## src/inc/hcam_cfg.svh

```systemverilog
/*
 heater current alarm monitor constants: current codes, limits, timing.
 assumes currents in 0.1 A steps and a 125 MHz clock.
*/
`ifndef HCAM_CFG_SVH
`define HCAM_CFG_SVH
`define HCAM_CUR_W 16
`define HCAM_THR_OFF_LOW 16'h0000
`define HCAM_THR_FULL 16'h01F4
`define HCAM_MON_MAX 16'h0226
`define HCAM_OVF_CODE 16'hFFFF
`define HCAM_CLK_MHZ 125
`define HCAM_MIN_PULSE_MS 100
`define HCAM_MIN_PULSE_CYC (`HCAM_MIN_PULSE_MS * 1000 * `HCAM_CLK_MHZ)
`define HCAM_BLINK_CYC 62500000
`endif

```

## src/inc/hcam_pkg.sv

```systemverilog
/*
 types of the heater current alarm monitor.
 assumes hcam_cfg.svh is on the include path.
*/
`default_nettype none
`include "hcam_cfg.svh"
package hcam_pkg;
    typedef logic [`HCAM_CUR_W-1:0] cur_t;
    typedef struct packed {
        logic burnout;
        logic overcur;
        logic short_leak;
    } alarm_t;
    typedef struct packed {
        cur_t heater;
        cur_t leak;
    } monitor_t;
    typedef enum logic [1:0] {
        ST_IDLE = 2'b00,
        ST_ON = 2'b01,
        ST_OFF = 2'b11
    } phase_t;
endpackage
`default_nettype wire
```

## src/core/hcam_channel.sv

```systemverilog
/*
 one current channel: threshold compare and monitor value with overflow.
 assumes qualified sample strobes from the phase timer of the top.
*/
`timescale 1ns/1ps
`default_nettype none
`include "hcam_cfg.svh"
module hcam_channel (
    input wire logic clk_i,
    input wire logic resetn_i,
    input wire logic present_i,
    input wire logic on_sample_i,
    input wire logic off_sample_i,
    input wire logic burnout_en_i,
    input wire logic overcur_en_i,
    input wire logic short_en_i,
    input wire hcam_pkg::cur_t current_i,
    input wire hcam_pkg::cur_t thr_burnout_i,
    input wire hcam_pkg::cur_t thr_overcur_i,
    input wire hcam_pkg::cur_t thr_short_i,
    output hcam_pkg::alarm_t alarm_o,
    output hcam_pkg::monitor_t monitor_o
);
    hcam_pkg::alarm_t alarm;
    hcam_pkg::alarm_t next_alarm;
    hcam_pkg::monitor_t mon;
    hcam_pkg::monitor_t next_mon;
    logic heat_en;

    function automatic hcam_pkg::cur_t to_monitor(input hcam_pkg::cur_t c);
        to_monitor = (c > `HCAM_MON_MAX) ? `HCAM_OVF_CODE : c;
    endfunction

    assign heat_en = burnout_en_i | overcur_en_i;

    always_comb begin
        next_alarm = alarm;
        next_mon = mon;
        if (on_sample_i && heat_en) begin
            next_mon.heater = to_monitor(current_i);
            if (burnout_en_i) begin
                if (thr_burnout_i == `HCAM_THR_OFF_LOW) begin
                    next_alarm.burnout = 1'b0;
                end else if (thr_burnout_i >= `HCAM_THR_FULL) begin
                    next_alarm.burnout = 1'b1;
                end else begin
                    next_alarm.burnout = current_i < thr_burnout_i;
                end
            end
            if (overcur_en_i) begin
                if (thr_overcur_i >= `HCAM_THR_FULL) begin
                    next_alarm.overcur = 1'b0;
                end else if (thr_overcur_i == `HCAM_THR_OFF_LOW) begin
                    next_alarm.overcur = 1'b1;
                end else begin
                    next_alarm.overcur = current_i > thr_overcur_i;
                end
            end
        end
        if (off_sample_i && short_en_i) begin
            next_mon.leak = to_monitor(current_i);
            if (thr_short_i >= `HCAM_THR_FULL) begin
                next_alarm.short_leak = 1'b0;
            end else if (thr_short_i == `HCAM_THR_OFF_LOW) begin
                next_alarm.short_leak = 1'b1;
            end else begin
                next_alarm.short_leak = current_i > thr_short_i;
            end
        end
        if (!burnout_en_i) begin
            next_alarm.burnout = 1'b0;
        end
        if (!overcur_en_i) begin
            next_alarm.overcur = 1'b0;
        end
        if (!heat_en) begin
            next_mon.heater = '0;
        end
        if (!short_en_i) begin
            next_alarm.short_leak = 1'b0;
            next_mon.leak = '0;
        end
        if (!present_i) begin
            next_alarm = '0;
            next_mon = '0;
        end
    end

    always_ff @(posedge clk_i) begin
        if (!resetn_i) begin
            alarm <= '0;
            mon <= '0;
        end else begin
            alarm <= next_alarm;
            mon <= next_mon;
        end
    end

    assign alarm_o = alarm;
    assign monitor_o = mon;
endmodule
`default_nettype wire

```

## src/core/heater_current_alarm_monitor.sv

```systemverilog
/*
 heater current alarm monitor top: output phase timing, two channels,
 common lamp and display flash.
 assumes current samples arrive with a strobe, synchronous to clk_i.
*/
// How it works
// - burnout alarm when heater current with output on is below threshold
// - burnout threshold 0.0 A forces off, 50.0 A forces on
// - overcurrent alarm when heater current exceeds threshold
// - overcurrent threshold 50.0 A forces off, 0.0 A forces on
// - no burnout or overcurrent evaluation when on-time is 100 ms or less
// - leakage sampled only while off; skipped when off-time 100 ms or less
// - heater-short alarm when leakage current exceeds threshold
// - heater-short threshold 50.0 A forces off, 0.0 A forces on
// - monitors span 0.0 to 55.0 A; above reads FFFF
// - burnout or overcurrent on either channel lights lamp and flashes its monitor
// - heater-short alarm lights lamp and flashes that leakage monitor
// - heater monitoring only with burnout or overcurrent detection enabled
// - leakage monitoring only with heater-short alarm enabled
// - second channel exists only with two current inputs fitted
`timescale 1ns/1ps
`default_nettype none
`include "hcam_cfg.svh"
module heater_current_alarm_monitor #(
    parameter int MIN_PULSE_CYC = `HCAM_MIN_PULSE_CYC,
    parameter int BLINK_CYC = `HCAM_BLINK_CYC,
    parameter bit TWO_CT = 1'b1
) (
    input wire logic clk_i,
    input wire logic resetn_i,
    input wire logic heat_out_i,
    input wire logic sample_valid_i,
    input wire hcam_pkg::cur_t ct1_current_i,
    input wire hcam_pkg::cur_t ct2_current_i,
    input wire logic burnout_detect_i,
    input wire logic overcur_use_i,
    input wire logic short_leak_alarm_i,
    input wire hcam_pkg::cur_t thr_burnout1_i,
    input wire hcam_pkg::cur_t thr_burnout2_i,
    input wire hcam_pkg::cur_t thr_overcur1_i,
    input wire hcam_pkg::cur_t thr_overcur2_i,
    input wire hcam_pkg::cur_t thr_short1_i,
    input wire hcam_pkg::cur_t thr_short2_i,
    output hcam_pkg::alarm_t alarm1_o,
    output hcam_pkg::alarm_t alarm2_o,
    output hcam_pkg::monitor_t monitor1_o,
    output hcam_pkg::monitor_t monitor2_o,
    output logic heater_alarm_lamp_o,
    output logic flash_heater1_o,
    output logic flash_heater2_o,
    output logic flash_leak1_o,
    output logic flash_leak2_o
);
    hcam_pkg::phase_t phase;
    hcam_pkg::phase_t next_phase;
    logic [31:0] run_cnt;
    logic [31:0] next_run_cnt;
    logic long_enough;
    logic next_long_enough;
    logic on_sample;
    logic off_sample;
    logic [31:0] blink_cnt;
    logic [31:0] next_blink_cnt;
    logic blink;
    logic next_blink;
    hcam_pkg::alarm_t a1;
    hcam_pkg::alarm_t a2;
    logic lamp;
    logic next_lamp;
    logic [3:0] flash;
    logic [3:0] next_flash;

    // time in the present output phase; qualified once above 100 ms
    always_comb begin
        next_phase = phase;
        next_run_cnt = run_cnt;
        next_long_enough = long_enough;
        case (phase)
            hcam_pkg::ST_IDLE: begin
                next_phase = heat_out_i ? hcam_pkg::ST_ON : hcam_pkg::ST_OFF;
                next_run_cnt = '0;
                next_long_enough = 1'b0;
            end
            hcam_pkg::ST_ON,
            hcam_pkg::ST_OFF: begin
                if (heat_out_i != (phase == hcam_pkg::ST_ON)) begin
                    next_phase = heat_out_i ? hcam_pkg::ST_ON
                                            : hcam_pkg::ST_OFF;
                    next_run_cnt = '0;
                    next_long_enough = 1'b0;
                end else if (!long_enough) begin
                    next_run_cnt = run_cnt + 32'h00000001;
                    next_long_enough =
                        (run_cnt >= 32'(MIN_PULSE_CYC));
                end
            end
            default: begin
                next_phase = hcam_pkg::ST_IDLE;
                next_run_cnt = '0;
                next_long_enough = 1'b0;
            end
        endcase
    end

    always_ff @(posedge clk_i) begin
        if (!resetn_i) begin
            phase <= hcam_pkg::ST_IDLE;
            run_cnt <= '0;
            long_enough <= 1'b0;
        end else begin
            phase <= next_phase;
            run_cnt <= next_run_cnt;
            long_enough <= next_long_enough;
        end
    end

    // samples count only when taken in a phase that already lasted long
    assign on_sample = sample_valid_i && long_enough && heat_out_i
                       && (phase == hcam_pkg::ST_ON);
    assign off_sample = sample_valid_i && long_enough && !heat_out_i
                        && (phase == hcam_pkg::ST_OFF);

    hcam_channel u_ch1 (
        .clk_i(clk_i),
        .resetn_i(resetn_i),
        .present_i(1'b1),
        .on_sample_i(on_sample),
        .off_sample_i(off_sample),
        .burnout_en_i(burnout_detect_i),
        .overcur_en_i(overcur_use_i),
        .short_en_i(short_leak_alarm_i),
        .current_i(ct1_current_i),
        .thr_burnout_i(thr_burnout1_i),
        .thr_overcur_i(thr_overcur1_i),
        .thr_short_i(thr_short1_i),
        .alarm_o(a1),
        .monitor_o(monitor1_o)
    );

    hcam_channel u_ch2 (
        .clk_i(clk_i),
        .resetn_i(resetn_i),
        .present_i(TWO_CT),
        .on_sample_i(on_sample),
        .off_sample_i(off_sample),
        .burnout_en_i(burnout_detect_i),
        .overcur_en_i(overcur_use_i),
        .short_en_i(short_leak_alarm_i),
        .current_i(ct2_current_i),
        .thr_burnout_i(thr_burnout2_i),
        .thr_overcur_i(thr_overcur2_i),
        .thr_short_i(thr_short2_i),
        .alarm_o(a2),
        .monitor_o(monitor2_o)
    );

    // flash rate divider and common lamp
    always_comb begin
        next_blink_cnt = blink_cnt + 32'h00000001;
        next_blink = blink;
        if (blink_cnt >= 32'(BLINK_CYC - 1)) begin
            next_blink_cnt = '0;
            next_blink = ~blink;
        end
        next_lamp = a1.burnout | a1.overcur | a1.short_leak
                    | a2.burnout | a2.overcur | a2.short_leak;
        next_flash[0] = (a1.burnout | a1.overcur) & next_blink;
        next_flash[1] = (a2.burnout | a2.overcur) & next_blink;
        next_flash[2] = a1.short_leak & next_blink;
        next_flash[3] = a2.short_leak & next_blink;
    end

    always_ff @(posedge clk_i) begin
        if (!resetn_i) begin
            blink_cnt <= '0;
            blink <= 1'b0;
            lamp <= 1'b0;
            flash <= '0;
        end else begin
            blink_cnt <= next_blink_cnt;
            blink <= next_blink;
            lamp <= next_lamp;
            flash <= next_flash;
        end
    end

    assign alarm1_o = a1;
    assign alarm2_o = a2;
    assign heater_alarm_lamp_o = lamp;
    assign flash_heater1_o = flash[0];
    assign flash_heater2_o = flash[1];
    assign flash_leak1_o = flash[2];
    assign flash_leak2_o = flash[3];
endmodule
`default_nettype wire

```

## config.mk

```make
export PLATFORM = sky130hd
export DESIGN_NAME = heater_current_alarm_monitor
export DESIGN_NICKNAME = d
export VERILOG_FILES = /design/src/inc/hcam_pkg.sv /design/src/core/hcam_channel.sv /design/src/core/heater_current_alarm_monitor.sv
export VERILOG_INCLUDE_DIRS = /design/src /design/src/inc
export SDC_FILE = /design/constraint.sdc
export NUM_CORES = 1
export LEC_CHECK = 0
export BUFFER_PORTS_ARGS = -buffer_cell sky130_fd_sc_hd__buf_4
export CAP_MARGIN = 20
export CORE_ASPECT_RATIO = 0.5
export CORE_UTILIZATION = 43
export CTS_CLUSTER_SIZE = 10
export DETAILED_ROUTE_END_ITERATION = 12
export PLACE_DENSITY = 0.67
export SLEW_MARGIN = 20
export SYNTH_ARGS = -nofsm -noshare
export SYNTH_HDL_FRONTEND = slang
export SYNTH_SLANG_ARGS = --single-unit
```

## constraint.sdc

```tcl
create_clock -name clk_i -period 4.62 [get_ports clk_i]
set_input_delay 0.462 -clock clk_i [delete_from_list [all_inputs] [get_ports clk_i]]
set_output_delay 0.462 -clock clk_i [all_outputs]
set_load 0.005 [all_outputs]
```

# == After elaboration in Yosys (flattened, before gate mapping) ==
# Cells that the tools add are included.
# word_totals
out_inout_bits,75
ff_bits,143
elab_cells,96
# classes
mux,19
order_cmp,16
n_eq_ne,4
n_bitwise,14
n_reduce_logical,24
add_sub_neg,2
# ops
cell,n
$ge 16x9->1 const B,6
$logic_not 16->1,6
$add 32x1->32 const B,2
$gt 16x16->1,4
$ge 32x24->1 const B,1
$ge 32x26->1 const B,1
$gt 16x10->1 const B,2
$lt 16x16->1,2
$mux 16,2
$mux 1,14
$reduce_and 2->1,6
$logic_and 1x1->1,7
$or 1x1->1,7
$and 1x1->1,4
$mux 2,2
$pmux 2 s2,1
$reduce_or 2->1,2
$not 1->1,3
$reduce_or 3->1,1
$eq 2x1->1 const B,1
$eq 2x2->1 const B,1
$logic_not 2->1,1
$ne 2x2->1 const B,1
$logic_not 1->1,1
$ne 1x1->1,1

# == Longest topological paths before layout ==
# Gate-level depths: netlist of run 1.
# depth
depth_word,5
depth_mapped,8

# == Modules after synthesis ==
# A second synthesis of run 1 with hierarchy kept.
# unflattened
hier_cells,956
hier_area_um2,8373.0
# by_module_without_submodules
mod,area_each_um2,cells_each,instances
hcam_channel,2597.5,299,2
heater_current_alarm_monitor,3178.0,358,1

# == Worst setup path after synthesis of run 1 ==
# Ideal clock, no wire load.
# synth_timing
kind,register to register
start,register long_enough
end,register run_cnt[28]
path_slack_ns,2.525
t_required_ns,4.550
arrival_ns,2.024
synth_period_minus_slack_ns,2.095
path_stages_with_launch,9
cell_sequence,dfxtp_1 buf_6 and4b_2 nand4_4 or2_4 or3_1 clkbuf_2 or3_1 a21oi_1
# synth_lines
element,line_no,text
"start, declared",heater_current_alarm_monitor.sv:58,logic long_enough;
"start signal, assigned",heater_current_alarm_monitor.sv:113,long_enough <= next_long_enough;
"end signal, assigned",heater_current_alarm_monitor.sv:112,run_cnt <= next_run_cnt;
"end, declared",heater_current_alarm_monitor.sv:56,logic [31:0] run_cnt;

# == Final worst setup path of run 1 ==
# layout_timing
start,register blink_cnt[0]
end,register blink_cnt[6]
# layout_via
elab_chain_cells,2
word_cells_on_any_way,3
classes_between,add/sub (1); order compare (1); reduce/logical (1)
# layout_lines
element,line_no,text
"start, declared",heater_current_alarm_monitor.sv:62,logic [31:0] blink_cnt;
"start signal, assigned",heater_current_alarm_monitor.sv:180,blink_cnt <= next_blink_cnt;
$ge 32x26->1,heater_current_alarm_monitor.sv:161,if (blink_cnt >= 32'(BLINK_CYC - 1)) begin
$reduce_or 2->1 (no line),n/a,
# Parallel ways exist; a longest one is shown, timed or not.
# A chain may end at the register's enable or synchronous reset.

==> tab_implementation.tex, run 1 <==
\begin{tabular}{lr}
\hline
Metric & Value \\
\hline
\multicolumn{2}{l}{\textbf{Final layout}} \\
\quad Number of diodes & 0 \\
\quad Layout overhead on the synthesized area & 30.9\% \\
\quad Post-route core utilization & 59.0\% \\
\quad Fraction of layout instances using a drive strength above 1 & 22.2\% \\
\quad Final Instance Count excl. Fillers & 1440 \\
\quad Number of nets in the finished design & 1425 \\
\multicolumn{2}{l}{\textbf{Clocking}} \\
\quad Clock tree from TritonCTS & yes \\
\quad Clock root buffer & clkbuf\_16 \\
\quad \# clock sinks & 143 \\
\quad Total setup buffers inserted after CTS & 0 \\
\quad Post-cts hold buffer count & 0 \\
\quad Number of instances resized during post-cts repair & 0 \\
\quad Bufs on Longest Clock Path & 2 \\
\quad CTS H-tree lvls & 4 \\
\quad Clock edge transition at the registers on the reported setup and hold paths & 0.06 ns \\
\quad Clk Latency, worst-skew pair & 0.42 ns \\
\quad Cts bufs inserted & 17 \\
\multicolumn{2}{l}{\textbf{Timing}} \\
\quad Number of slew-limit violations in the final report & 0 \\
\quad Final count of hold timing violations & 0 \\
\quad Max-slew headroom at the worst pin & 34.7\% \\
\quad Post-route fraction of the period consumed by the critical path & 58.0\% \\
\quad Final setup violating endpoints & 0 \\
\quad Slew at the pin closest to its max-slew limit & 0.974 ns \\
\quad RSZ-0062 raised after global routing & no \\
\quad Worst hold slack & 0.247 ns \\
\quad Maximum clock skew at final layout & 0.0124 ns \\
\quad Post-layout minimum cycle time & 2.68 ns \\
\quad Maximum operating frequency & 373 MHz \\
\quad Setup TNS & 0 ns \\
\multicolumn{2}{l}{\textbf{Logic synthesis}} \\
\quad Mean post-synth cell area & 8.21 um\^{}2 \\
\quad Commonest cells in the synthesized netlist & 158 x nor2\_1, 143 x dfxtp\_1, 106 x inv\_1 \\
\quad Post-synthesis instance area & 8030 um\^{}2 \\
\quad Proportion of synthesized flip-flops having asynchronous set or reset & 0\% \\
\quad Cell type with the largest total area after synthesis & dfxtp\_1 \\
\quad Unique cell type count in the Yosys netlist & 50 \\
\quad Synth top area share & 35.6\% \\
\quad Arithmetic-cell share of the synthesized area counting full adders, half adders and majority gates & 15.1\% \\
\quad Multiplexer area fraction after synthesis & 0.125\% \\
\quad Synthesis warning total & 0 \\
\quad Register bit count reported by yosys & 143 \\
\quad Most used flip-flop cell after synthesis & dfxtp\_1 \\
\quad Synthesized-area fraction occupied by xor and xnor cells & 5.02\% \\
\quad Cell types occupying the most area after synthesis & dfxtp\_1 36\%, ha\_1 15\%, nor2\_1 7.4\%, inv\_1 5.0\%, a21oi\_1 3.5\% \\
\quad Main combinational cell family by area after synthesis & simple AND/OR/NAND/NOR gates \\
\quad Share of the synthesized area in compound gates (AO/OA/AOI/OAI) & 14.9\% \\
\quad Number of cells produced by synthesis & 978 \\
\quad Number of synthesized flops with an enable pin & 0 \\
\quad Sequential fraction of the synthesis area & 35.6\% \\
\quad Most frequent cell after synthesis & nor2\_1 \\
\quad Simple-gate area share of the yosys netlist & 23.0\% \\
\multicolumn{2}{l}{\textbf{Critical path}} \\
\quad Worst-case register-to-register setup slack & 1.94 ns \\
\quad Slowest cell on crit path & nand2\_1 \\
\quad Largest fanout of any net on the critical path & 25 \\
\quad CP Data Arrival Time & 3.01 ns \\
\quad Data required time at the worst endpoint & 4.94 ns \\
\quad Type of origin of the critical path & register \\
\quad Maximum single-stage delay on the critical path & 0.67 ns \\
\quad Crit path capture type & register \\
\quad CP Class & reg -> reg \\
\quad Ordered list of cells on the worst path & ha\_1 > nand4\_1 > a21oi\_1 > o31a\_1 > nor3\_1 > nand2\_1 > a21oi\_1 \\
\quad Most prevalent standard cell on the critical path & a21oi\_1 \\
\multicolumn{2}{l}{\textbf{Global route}} \\
\quad Overall global routing resource usage & 23.8\% \\
\quad Initial antenna violation count & 0 \\
\quad Global-route wire length before repair & 36700 um \\
\quad GR Util met2 & 39.6\% \\
\quad Grt total ovfl & 0 \\
\quad Global-route track usage on met3 & 5.10\% \\
\quad Met1 capacity usage during global routing & 31.3\% \\
\quad GRT busiest layer & met2 \\
\quad Largest net degree at the start of global routing & 34 \\
\quad Number of global-route vias before repair & 7374 \\
\multicolumn{2}{l}{\textbf{Floorplan}} \\
\quad Height of the die & 98.6 um \\
\quad Floorplan die width & 195 um \\
\quad Top-Level Pins & 210 \\
\quad Standard-cell row count & 34 \\
\quad Core Region & 17800 um\^{}2 \\
\quad Starting Density & 45.1\% \\
\quad DIE AREA & 19300 um\^{}2 \\
\multicolumn{2}{l}{\textbf{Routing}} \\
\quad Wire length per cell after detailed routing & 15.8 um \\
\quad Remaining antenna violation count after routing & 0 \\
\quad Final wirelength & 22700 um \\
\quad Detailed Routing Iterations Pass 1 & 5 \\
\quad DRC Markers & 0 \\
\quad Via count of the routed design & 7691 \\
\quad Number of DRC violations after detailed-routing iteration 0 & 419 \\
\quad DR vias/cell & 5.34 \\
\multicolumn{2}{l}{\textbf{Run status}} \\
\quad Result of the run & complete, no violations \\
\multicolumn{2}{l}{\textbf{Power and ir drop}} \\
\quad Maximum resistive drop on vdd & 335 uV \\
\quad Total power after layout & 3.08 mW \\
\quad Total power density per cell area & 293 nW/um\^{}2 \\
\quad Static leakage power & 4.68 nW \\
\multicolumn{2}{l}{\textbf{Placed design}} \\
\quad Final GP Congestion & 0.870 \\
\quad Port-buffer cells & 209 \\
\quad Dpl hpwl & 17900 um \\
\quad Post-Place Cells & 1408 \\
\multicolumn{2}{l}{\textbf{Min path}} \\
\quad Min-Delay Path Class & in -> reg \\
\multicolumn{2}{l}{\textbf{Run}} \\
\quad Number of maximum-capacitance constraint violations & 0 \\
\hline
\end{tabular}
==> critical path, delay by kind of cell, from the launching register on <==
| kind | cells | cell delay (ns) |
|---|---|---|
| AO/OA/AOI/OAI | 3 | 0.66 |
| adder cells (fa/ha/maj) | 1 | 0.24 |
| flip-flops | 1 | 0.33 |
| AND/OR/NAND/NOR | 3 | 1.36 |
==> placed cells by master, fill, tap and decap left out, types with 3 or more instances in the layout <==
| cell type | n |
|---|---|
| buf_4 | 215 |
| nor2_1 | 158 |
| dfxtp_1 | 143 |
| inv_1 | 106 |
| ha_1 | 97 |
| a21oi_1 | 56 |
| nand2_1 | 45 |
| nand4_1 | 44 |
| o21ai_0 | 37 |
| nand3_1 | 31 |
| xor2_1 | 27 |
| a211oi_1 | 24 |
| nor4_1 | 21 |
| nor3_1 | 20 |
| xnor2_1 | 19 |
| clkbuf_16 | 17 |
| o221a_2 | 16 |
| or3_1 | 15 |
| and3_1 | 12 |
| a31oi_1 | 10 |
| a21o_1 | 9 |
| o211ai_1 | 8 |
| nor2b_1 | 7 |
| conb_1 | 6 |
| and4_1 | 5 |
| or4_1 | 5 |
| clkinv_4 | 5 |
| nand2b_1 | 4 |
| bufinv_16 | 4 |
| a2111o_1 | 3 |
| and2_1 | 3 |
| a2111oi_0 | 3 |
==> final timing paths <==
check	startpoint	endpoint	cells past startpoint
max	blink_cnt[0]	blink_cnt[6]	7
min	heat_out_i	phase[1]	2
max reg2reg	blink_cnt[0]	blink_cnt[6]	7
min reg2reg	blink_cnt[0]	blink_cnt[0]	1
==> state kept, by name, indices dropped and copies added (netlist names) <==
| register | flops |
|---|---|
| blink_cnt | 32 |
| run_cnt | 32 |
| u_ch1.monitor_o | 32 |
| u_ch2.monitor_o | 32 |
| flash | 4 |
| u_ch1.alarm_o | 3 |
| u_ch2.alarm_o | 3 |
| phase | 2 |
| blink | 1 |
| heater_alarm_lamp_o | 1 |
| long_enough | 1 |
==> per-stage QoR <==
step	worst slack, ns	area, um^2
finish	1.94	10500
global route	1.66	10500
CTS	1.95	10500
detailed placement	2.00	9870
global placement	2.08	9870
floorplan	2.53	8050
==> logic make-up (layout without fill, tap and decap cells) <==
group,Yosys count,in the layout
compound gates,181,181
buf+inv,130,353
simple gates,379,379
flops,143,143
fa+ha+maj,97,97
other cells,1,6
xor+xnor,46,46
mux,1,1
==> layout make-up <==
class / count / area, um^2
Multi-Input combinational cell: 710 / 4700
Sequential cell: 143 / 2860
Fill cell: 1601 / 7310
Clock buffer: 18 / 439
Inverter: 106 / 398
Clock inverter: 14 / 208
Timing Repair Buffer: 215 / 1610
Tap cell: 234 / 293
==> report_power, final <==
group / switching, mW / internal [mW] / leakage [nW]
logic: 0.188 / 0.165 / 3.21
registers: 0.00291 / 1.24 / 1.15
clock network: 0.554 / 0.929 / 0.309
==> layer usage <==
layer  wire (um)  part of all wire, %  up-vias
met5           0                    0        -
met4         382                  1.7        0
met3        1230                  5.4       28
met2       10400                   46      222
met1       10700                   47     3551
li1            -                    -     3890
Note: power is estimated with default switching activity, not from simulation.
==> run 2, diff against run 1 <==
==> constraint.sdc (replaced) <==
create_clock -name clk_i -period 2.6 [get_ports clk_i]
set_input_delay 0.26 -clock clk_i [delete_from_list [all_inputs] [get_ports clk_i]]
set_output_delay 0.26 -clock clk_i [all_outputs]
set_load 0.005 [all_outputs]
==> run 2 against run 1 <==
Critical path type unchanged; flip-flop and latch count stayed put; critical path depth down 1; final area is 0.44% higher; total power rose by 76%; critical endpoint is now run_cnt[26].
==> tab_implementation.tex, run 2 (synthesized netlist as in run 1, its figures left out) <==
\begin{tabular}{lr}
\hline
Metric & Value \\
\hline
\multicolumn{2}{l}{\textbf{Critical path}} \\
\quad Crit path capture type & register \\
\quad Maximum single-stage delay on the critical path & 0.48 ns (-0.19 ns) \\
\quad Ordered list of cells on the worst path & and4\_1 > nand4\_4 > or2\_4 > or3\_1 > or3\_1 > a21oi\_1 \\
\quad Slowest cell on crit path & or3\_1 \\
\quad Type of origin of the critical path & register \\
\quad Data required time at the worst endpoint & 2.94 ns (-2.00 ns) \\
\quad Logic depth of the worst setup path including buffers & 6 (-1) \\
\quad Largest fanout of any net on the critical path & 9 (-64\%) \\
\quad Most prevalent standard cell on the critical path & or3\_1 \\
\quad Combined buffer and inverter count along the critical path & 0 (unchanged) \\
\quad CP Data Arrival Time & 2.53 ns (-0.48 ns) \\
\quad FF-to-FF path depth & 6 (-1) \\
\quad CP Class & reg -> reg \\
\quad Worst path top cell family by delay & simple AND/OR/NAND/NOR gates \\
\multicolumn{2}{l}{\textbf{Floorplan}} \\
\quad Starting Density & 45.1\% (unchanged) \\
\quad Floorplan die width & 195 um (unchanged) \\
\quad Top-Level Pins & 210 (unchanged) \\
\quad Height of the die & 98.6 um (unchanged) \\
\quad DIE AREA & 19300 um\^{}2 (unchanged) \\
\quad Standard-cell row count & 34 (unchanged) \\
\quad Core Region & 17800 um\^{}2 (unchanged) \\
\multicolumn{2}{l}{\textbf{Timing}} \\
\quad Post-route fraction of the period consumed by the critical path & 84.0\% (+26 points) \\
\quad RSZ-0062 raised after global routing & no \\
\quad Setup TNS & 0 ns (unchanged) \\
\quad Max-slew headroom at the worst pin & 50.4\% (+16 points) \\
\quad Post-layout minimum cycle time & 2.18 ns (-0.497 ns) \\
\quad Maximum clock skew at final layout & 0.00967 ns (-0.00269 ns) \\
\quad Number of slew-limit violations in the final report & 0 (unchanged) \\
\quad Final count of hold timing violations & 0 (unchanged) \\
\quad Final setup violating endpoints & 0 (unchanged) \\
\quad Maximum operating frequency & 458 MHz (+23\%) \\
\quad Slew at the pin closest to its max-slew limit & 0.742 ns (-0.232 ns) \\
\multicolumn{2}{l}{\textbf{Routing}} \\
\quad DRC Markers & 0 (unchanged) \\
\quad DR vias/cell & 5.30 (-0.77\%) \\
\quad Number of DRC violations after detailed-routing iteration 0 & 437 (+4.3\%) \\
\quad Remaining antenna violation count after routing & 0 (unchanged) \\
\quad Detailed Routing Iterations Pass 1 & 6 (+1) \\
\quad Final wirelength & 22500 um (-1.1\%) \\
\quad Via count of the routed design & 7674 (-0.22\%) \\
\quad Wire length per cell after detailed routing & 15.5 um (-1.6\%) \\
\multicolumn{2}{l}{\textbf{Clocking}} \\
\quad Bufs on Longest Clock Path & 2 (unchanged) \\
\quad Clock edge transition at the registers on the reported setup and hold paths & 0.06 ns (about the same) \\
\quad CTS H-tree lvls & 4 (unchanged) \\
\quad Clk Latency, worst-skew pair & 0.41 ns (about the same) \\
\quad Clock tree from TritonCTS & yes \\
\quad Number of instances resized during post-cts repair & 0 (unchanged) \\
\quad Cts bufs inserted & 17 (unchanged) \\
\quad Total setup buffers inserted after CTS & 0 (unchanged) \\
\quad \# clock sinks & 143 (unchanged) \\
\quad Clock root buffer & clkbuf\_16 \\
\quad Post-cts hold buffer count & 0 (unchanged) \\
\multicolumn{2}{l}{\textbf{Final layout}} \\
\quad Area occupied by registers & 2860 um\^{}2 (unchanged) \\
\quad Final Cell Area & 10600 um\^{}2 (+0.44\%) \\
\quad Leading cell types in the layout, fill and taps excluded & 223 x buf\_4, 158 x nor2\_1, 143 x dfxtp\_1, 106 x inv\_1, 97 x ha\_1 \\
\quad Fill cells & 1617 (+1.0\%) \\
\quad Post-route core utilization & 59.3\% (+0.26 points) \\
\quad Number of diodes & 0 (unchanged) \\
\quad Number of nets in the finished design & 1433 (+0.56\%) \\
\quad Layout overhead on the synthesized area & 31.5\% \\
\quad Commonest non-fill, non-tap cell in the layout & buf\_4 \\
\quad Area of combinational cells with multiple inputs & 4700 um\^{}2 (unchanged) \\
\quad Fraction of layout instances using a drive strength above 1 & 22.7\% (+0.51 points) \\
\multicolumn{2}{l}{\textbf{Placed design}} \\
\quad Area of placed instances & 9930 um\^{}2 (+0.61\%) \\
\quad Final GP Congestion & 0.878 (+0.91\%) \\
\quad Port-buffer cells & 209 (unchanged) \\
\quad Dpl hpwl & 17900 um (-0.37\%) \\
\multicolumn{2}{l}{\textbf{Global route}} \\
\quad Global-route wire length before repair & 36400 um (-0.71\%) \\
\quad Overall global routing resource usage & 23.6\% (-0.22 points) \\
\quad Largest net degree at the start of global routing & 34 (unchanged) \\
\quad Initial antenna violation count & 0 (unchanged) \\
\quad Number of global-route vias before repair & 7397 (+0.31\%) \\
\quad Grt total ovfl & 0 (unchanged) \\
\multicolumn{2}{l}{\textbf{Power and ir drop}} \\
\quad Net load switching power & 1.29 mW (+73\%) \\
\quad Logic gate share of total power & 11.6\% (about the same) \\
\quad Maximum resistive drop on vdd & 482 uV (+44\%) \\
\quad Sequential group share of total power & 40.8\% (+0.5 points) \\
\quad Switching Share & 23.9\% (-0.35 points) \\
\quad Total power density per cell area & 512 nW/um\^{}2 (+75\%) \\
\quad Internal power component & 4.12 mW (+77\%) \\
\quad Clk pwr share & 47.6\% (-0.6 points) \\
\quad Static leakage power & 4.71 nW (+0.72\%) \\
\multicolumn{2}{l}{\textbf{Run}} \\
\quad Number of maximum-capacitance constraint violations & 0 (unchanged) \\
\multicolumn{2}{l}{\textbf{Min path}} \\
\quad Min-Delay Path Depth & 2 (unchanged) \\
\quad Min-Delay Path Class & in -> reg \\
\multicolumn{2}{l}{\textbf{Run status}} \\
\quad Result of the run & complete, no violations \\
\hline
\end{tabular}
[run 2: changes by cell type in the layout (fill, tap and decap cells not counted)]
cell        change
buf_4           +8
inv_6           +1
clkinvlp_4      +1
clkinv_4        -4
clkbuf_8        +3
clkinv_2        +1
inv_8           -1
bufinv_16       -1
[run 2: layout make-up]
class	count	share of cell area, %
Clock buffer	21	4.55
Clock inverter	11	1.45
Inverter	106	3.77
Multi-Input combinational cell	710	44.5
Sequential cell	143	27.1
Tap cell	234	2.77
Timing Repair Buffer	223	15.8
[run 2: path summary, 6_finish.rpt]
path / from / end / slack [ns]
hold / removal: heat_out_i / phase[1] / 0.06
setup / recovery: run_cnt[5] / run_cnt[26] / 0.42
setup reg to reg: run_cnt[5] / run_cnt[26] / 0.42
hold reg to reg: u_ch1.monitor_o[13] / u_ch1.monitor_o[13] / 0.47
[run 2: per-stage QoR]
| stage | cells | power (mW) | setup slack, ns | hold WS, ns |
|---|---|---|---|---|
| 6_report | 1448 | 5.41 | 0.416 | 0.0603 |
| 5_1_grt | 1448 | 5.65 | 0.261 | 0.0508 |
| 4_1_cts | 1448 | 5.44 | 0.413 | 0.0399 |
| 3_5_place_dp | 1416 | 2.87 | 0.429 | 0.462 |
| 3_3_place_gp | 1416 | 2.85 | 0.480 | 0.446 |
| 2_1_floorplan | 983 | 2.55 | 0.505 | 0.332 |
[run 2: per-layer routing]
layer | part of all wire [%] | vias to the layer above | global-route usage (%)
met5 | 0 | - | 0
met4 | 2.1 | 0 | 7.51
met3 | 4.5 | 34 | 4.76
met2 | 46 | 181 | 38.9
met1 | 48 | 3559 | 31.1
li1 | - | 3900 | -
[run 2: power groups by stage]
stage          Clock (mW)  Combinational, mW  Sequential (mW)
5_1_grt              2.74              0.707             2.21
2_1_floorplan           0              0.301             2.25
6_report             2.57              0.627             2.21
3_5_place_dp            0              0.619             2.25
3_3_place_gp            0              0.594             2.25
4_1_cts              2.61              0.621             2.21
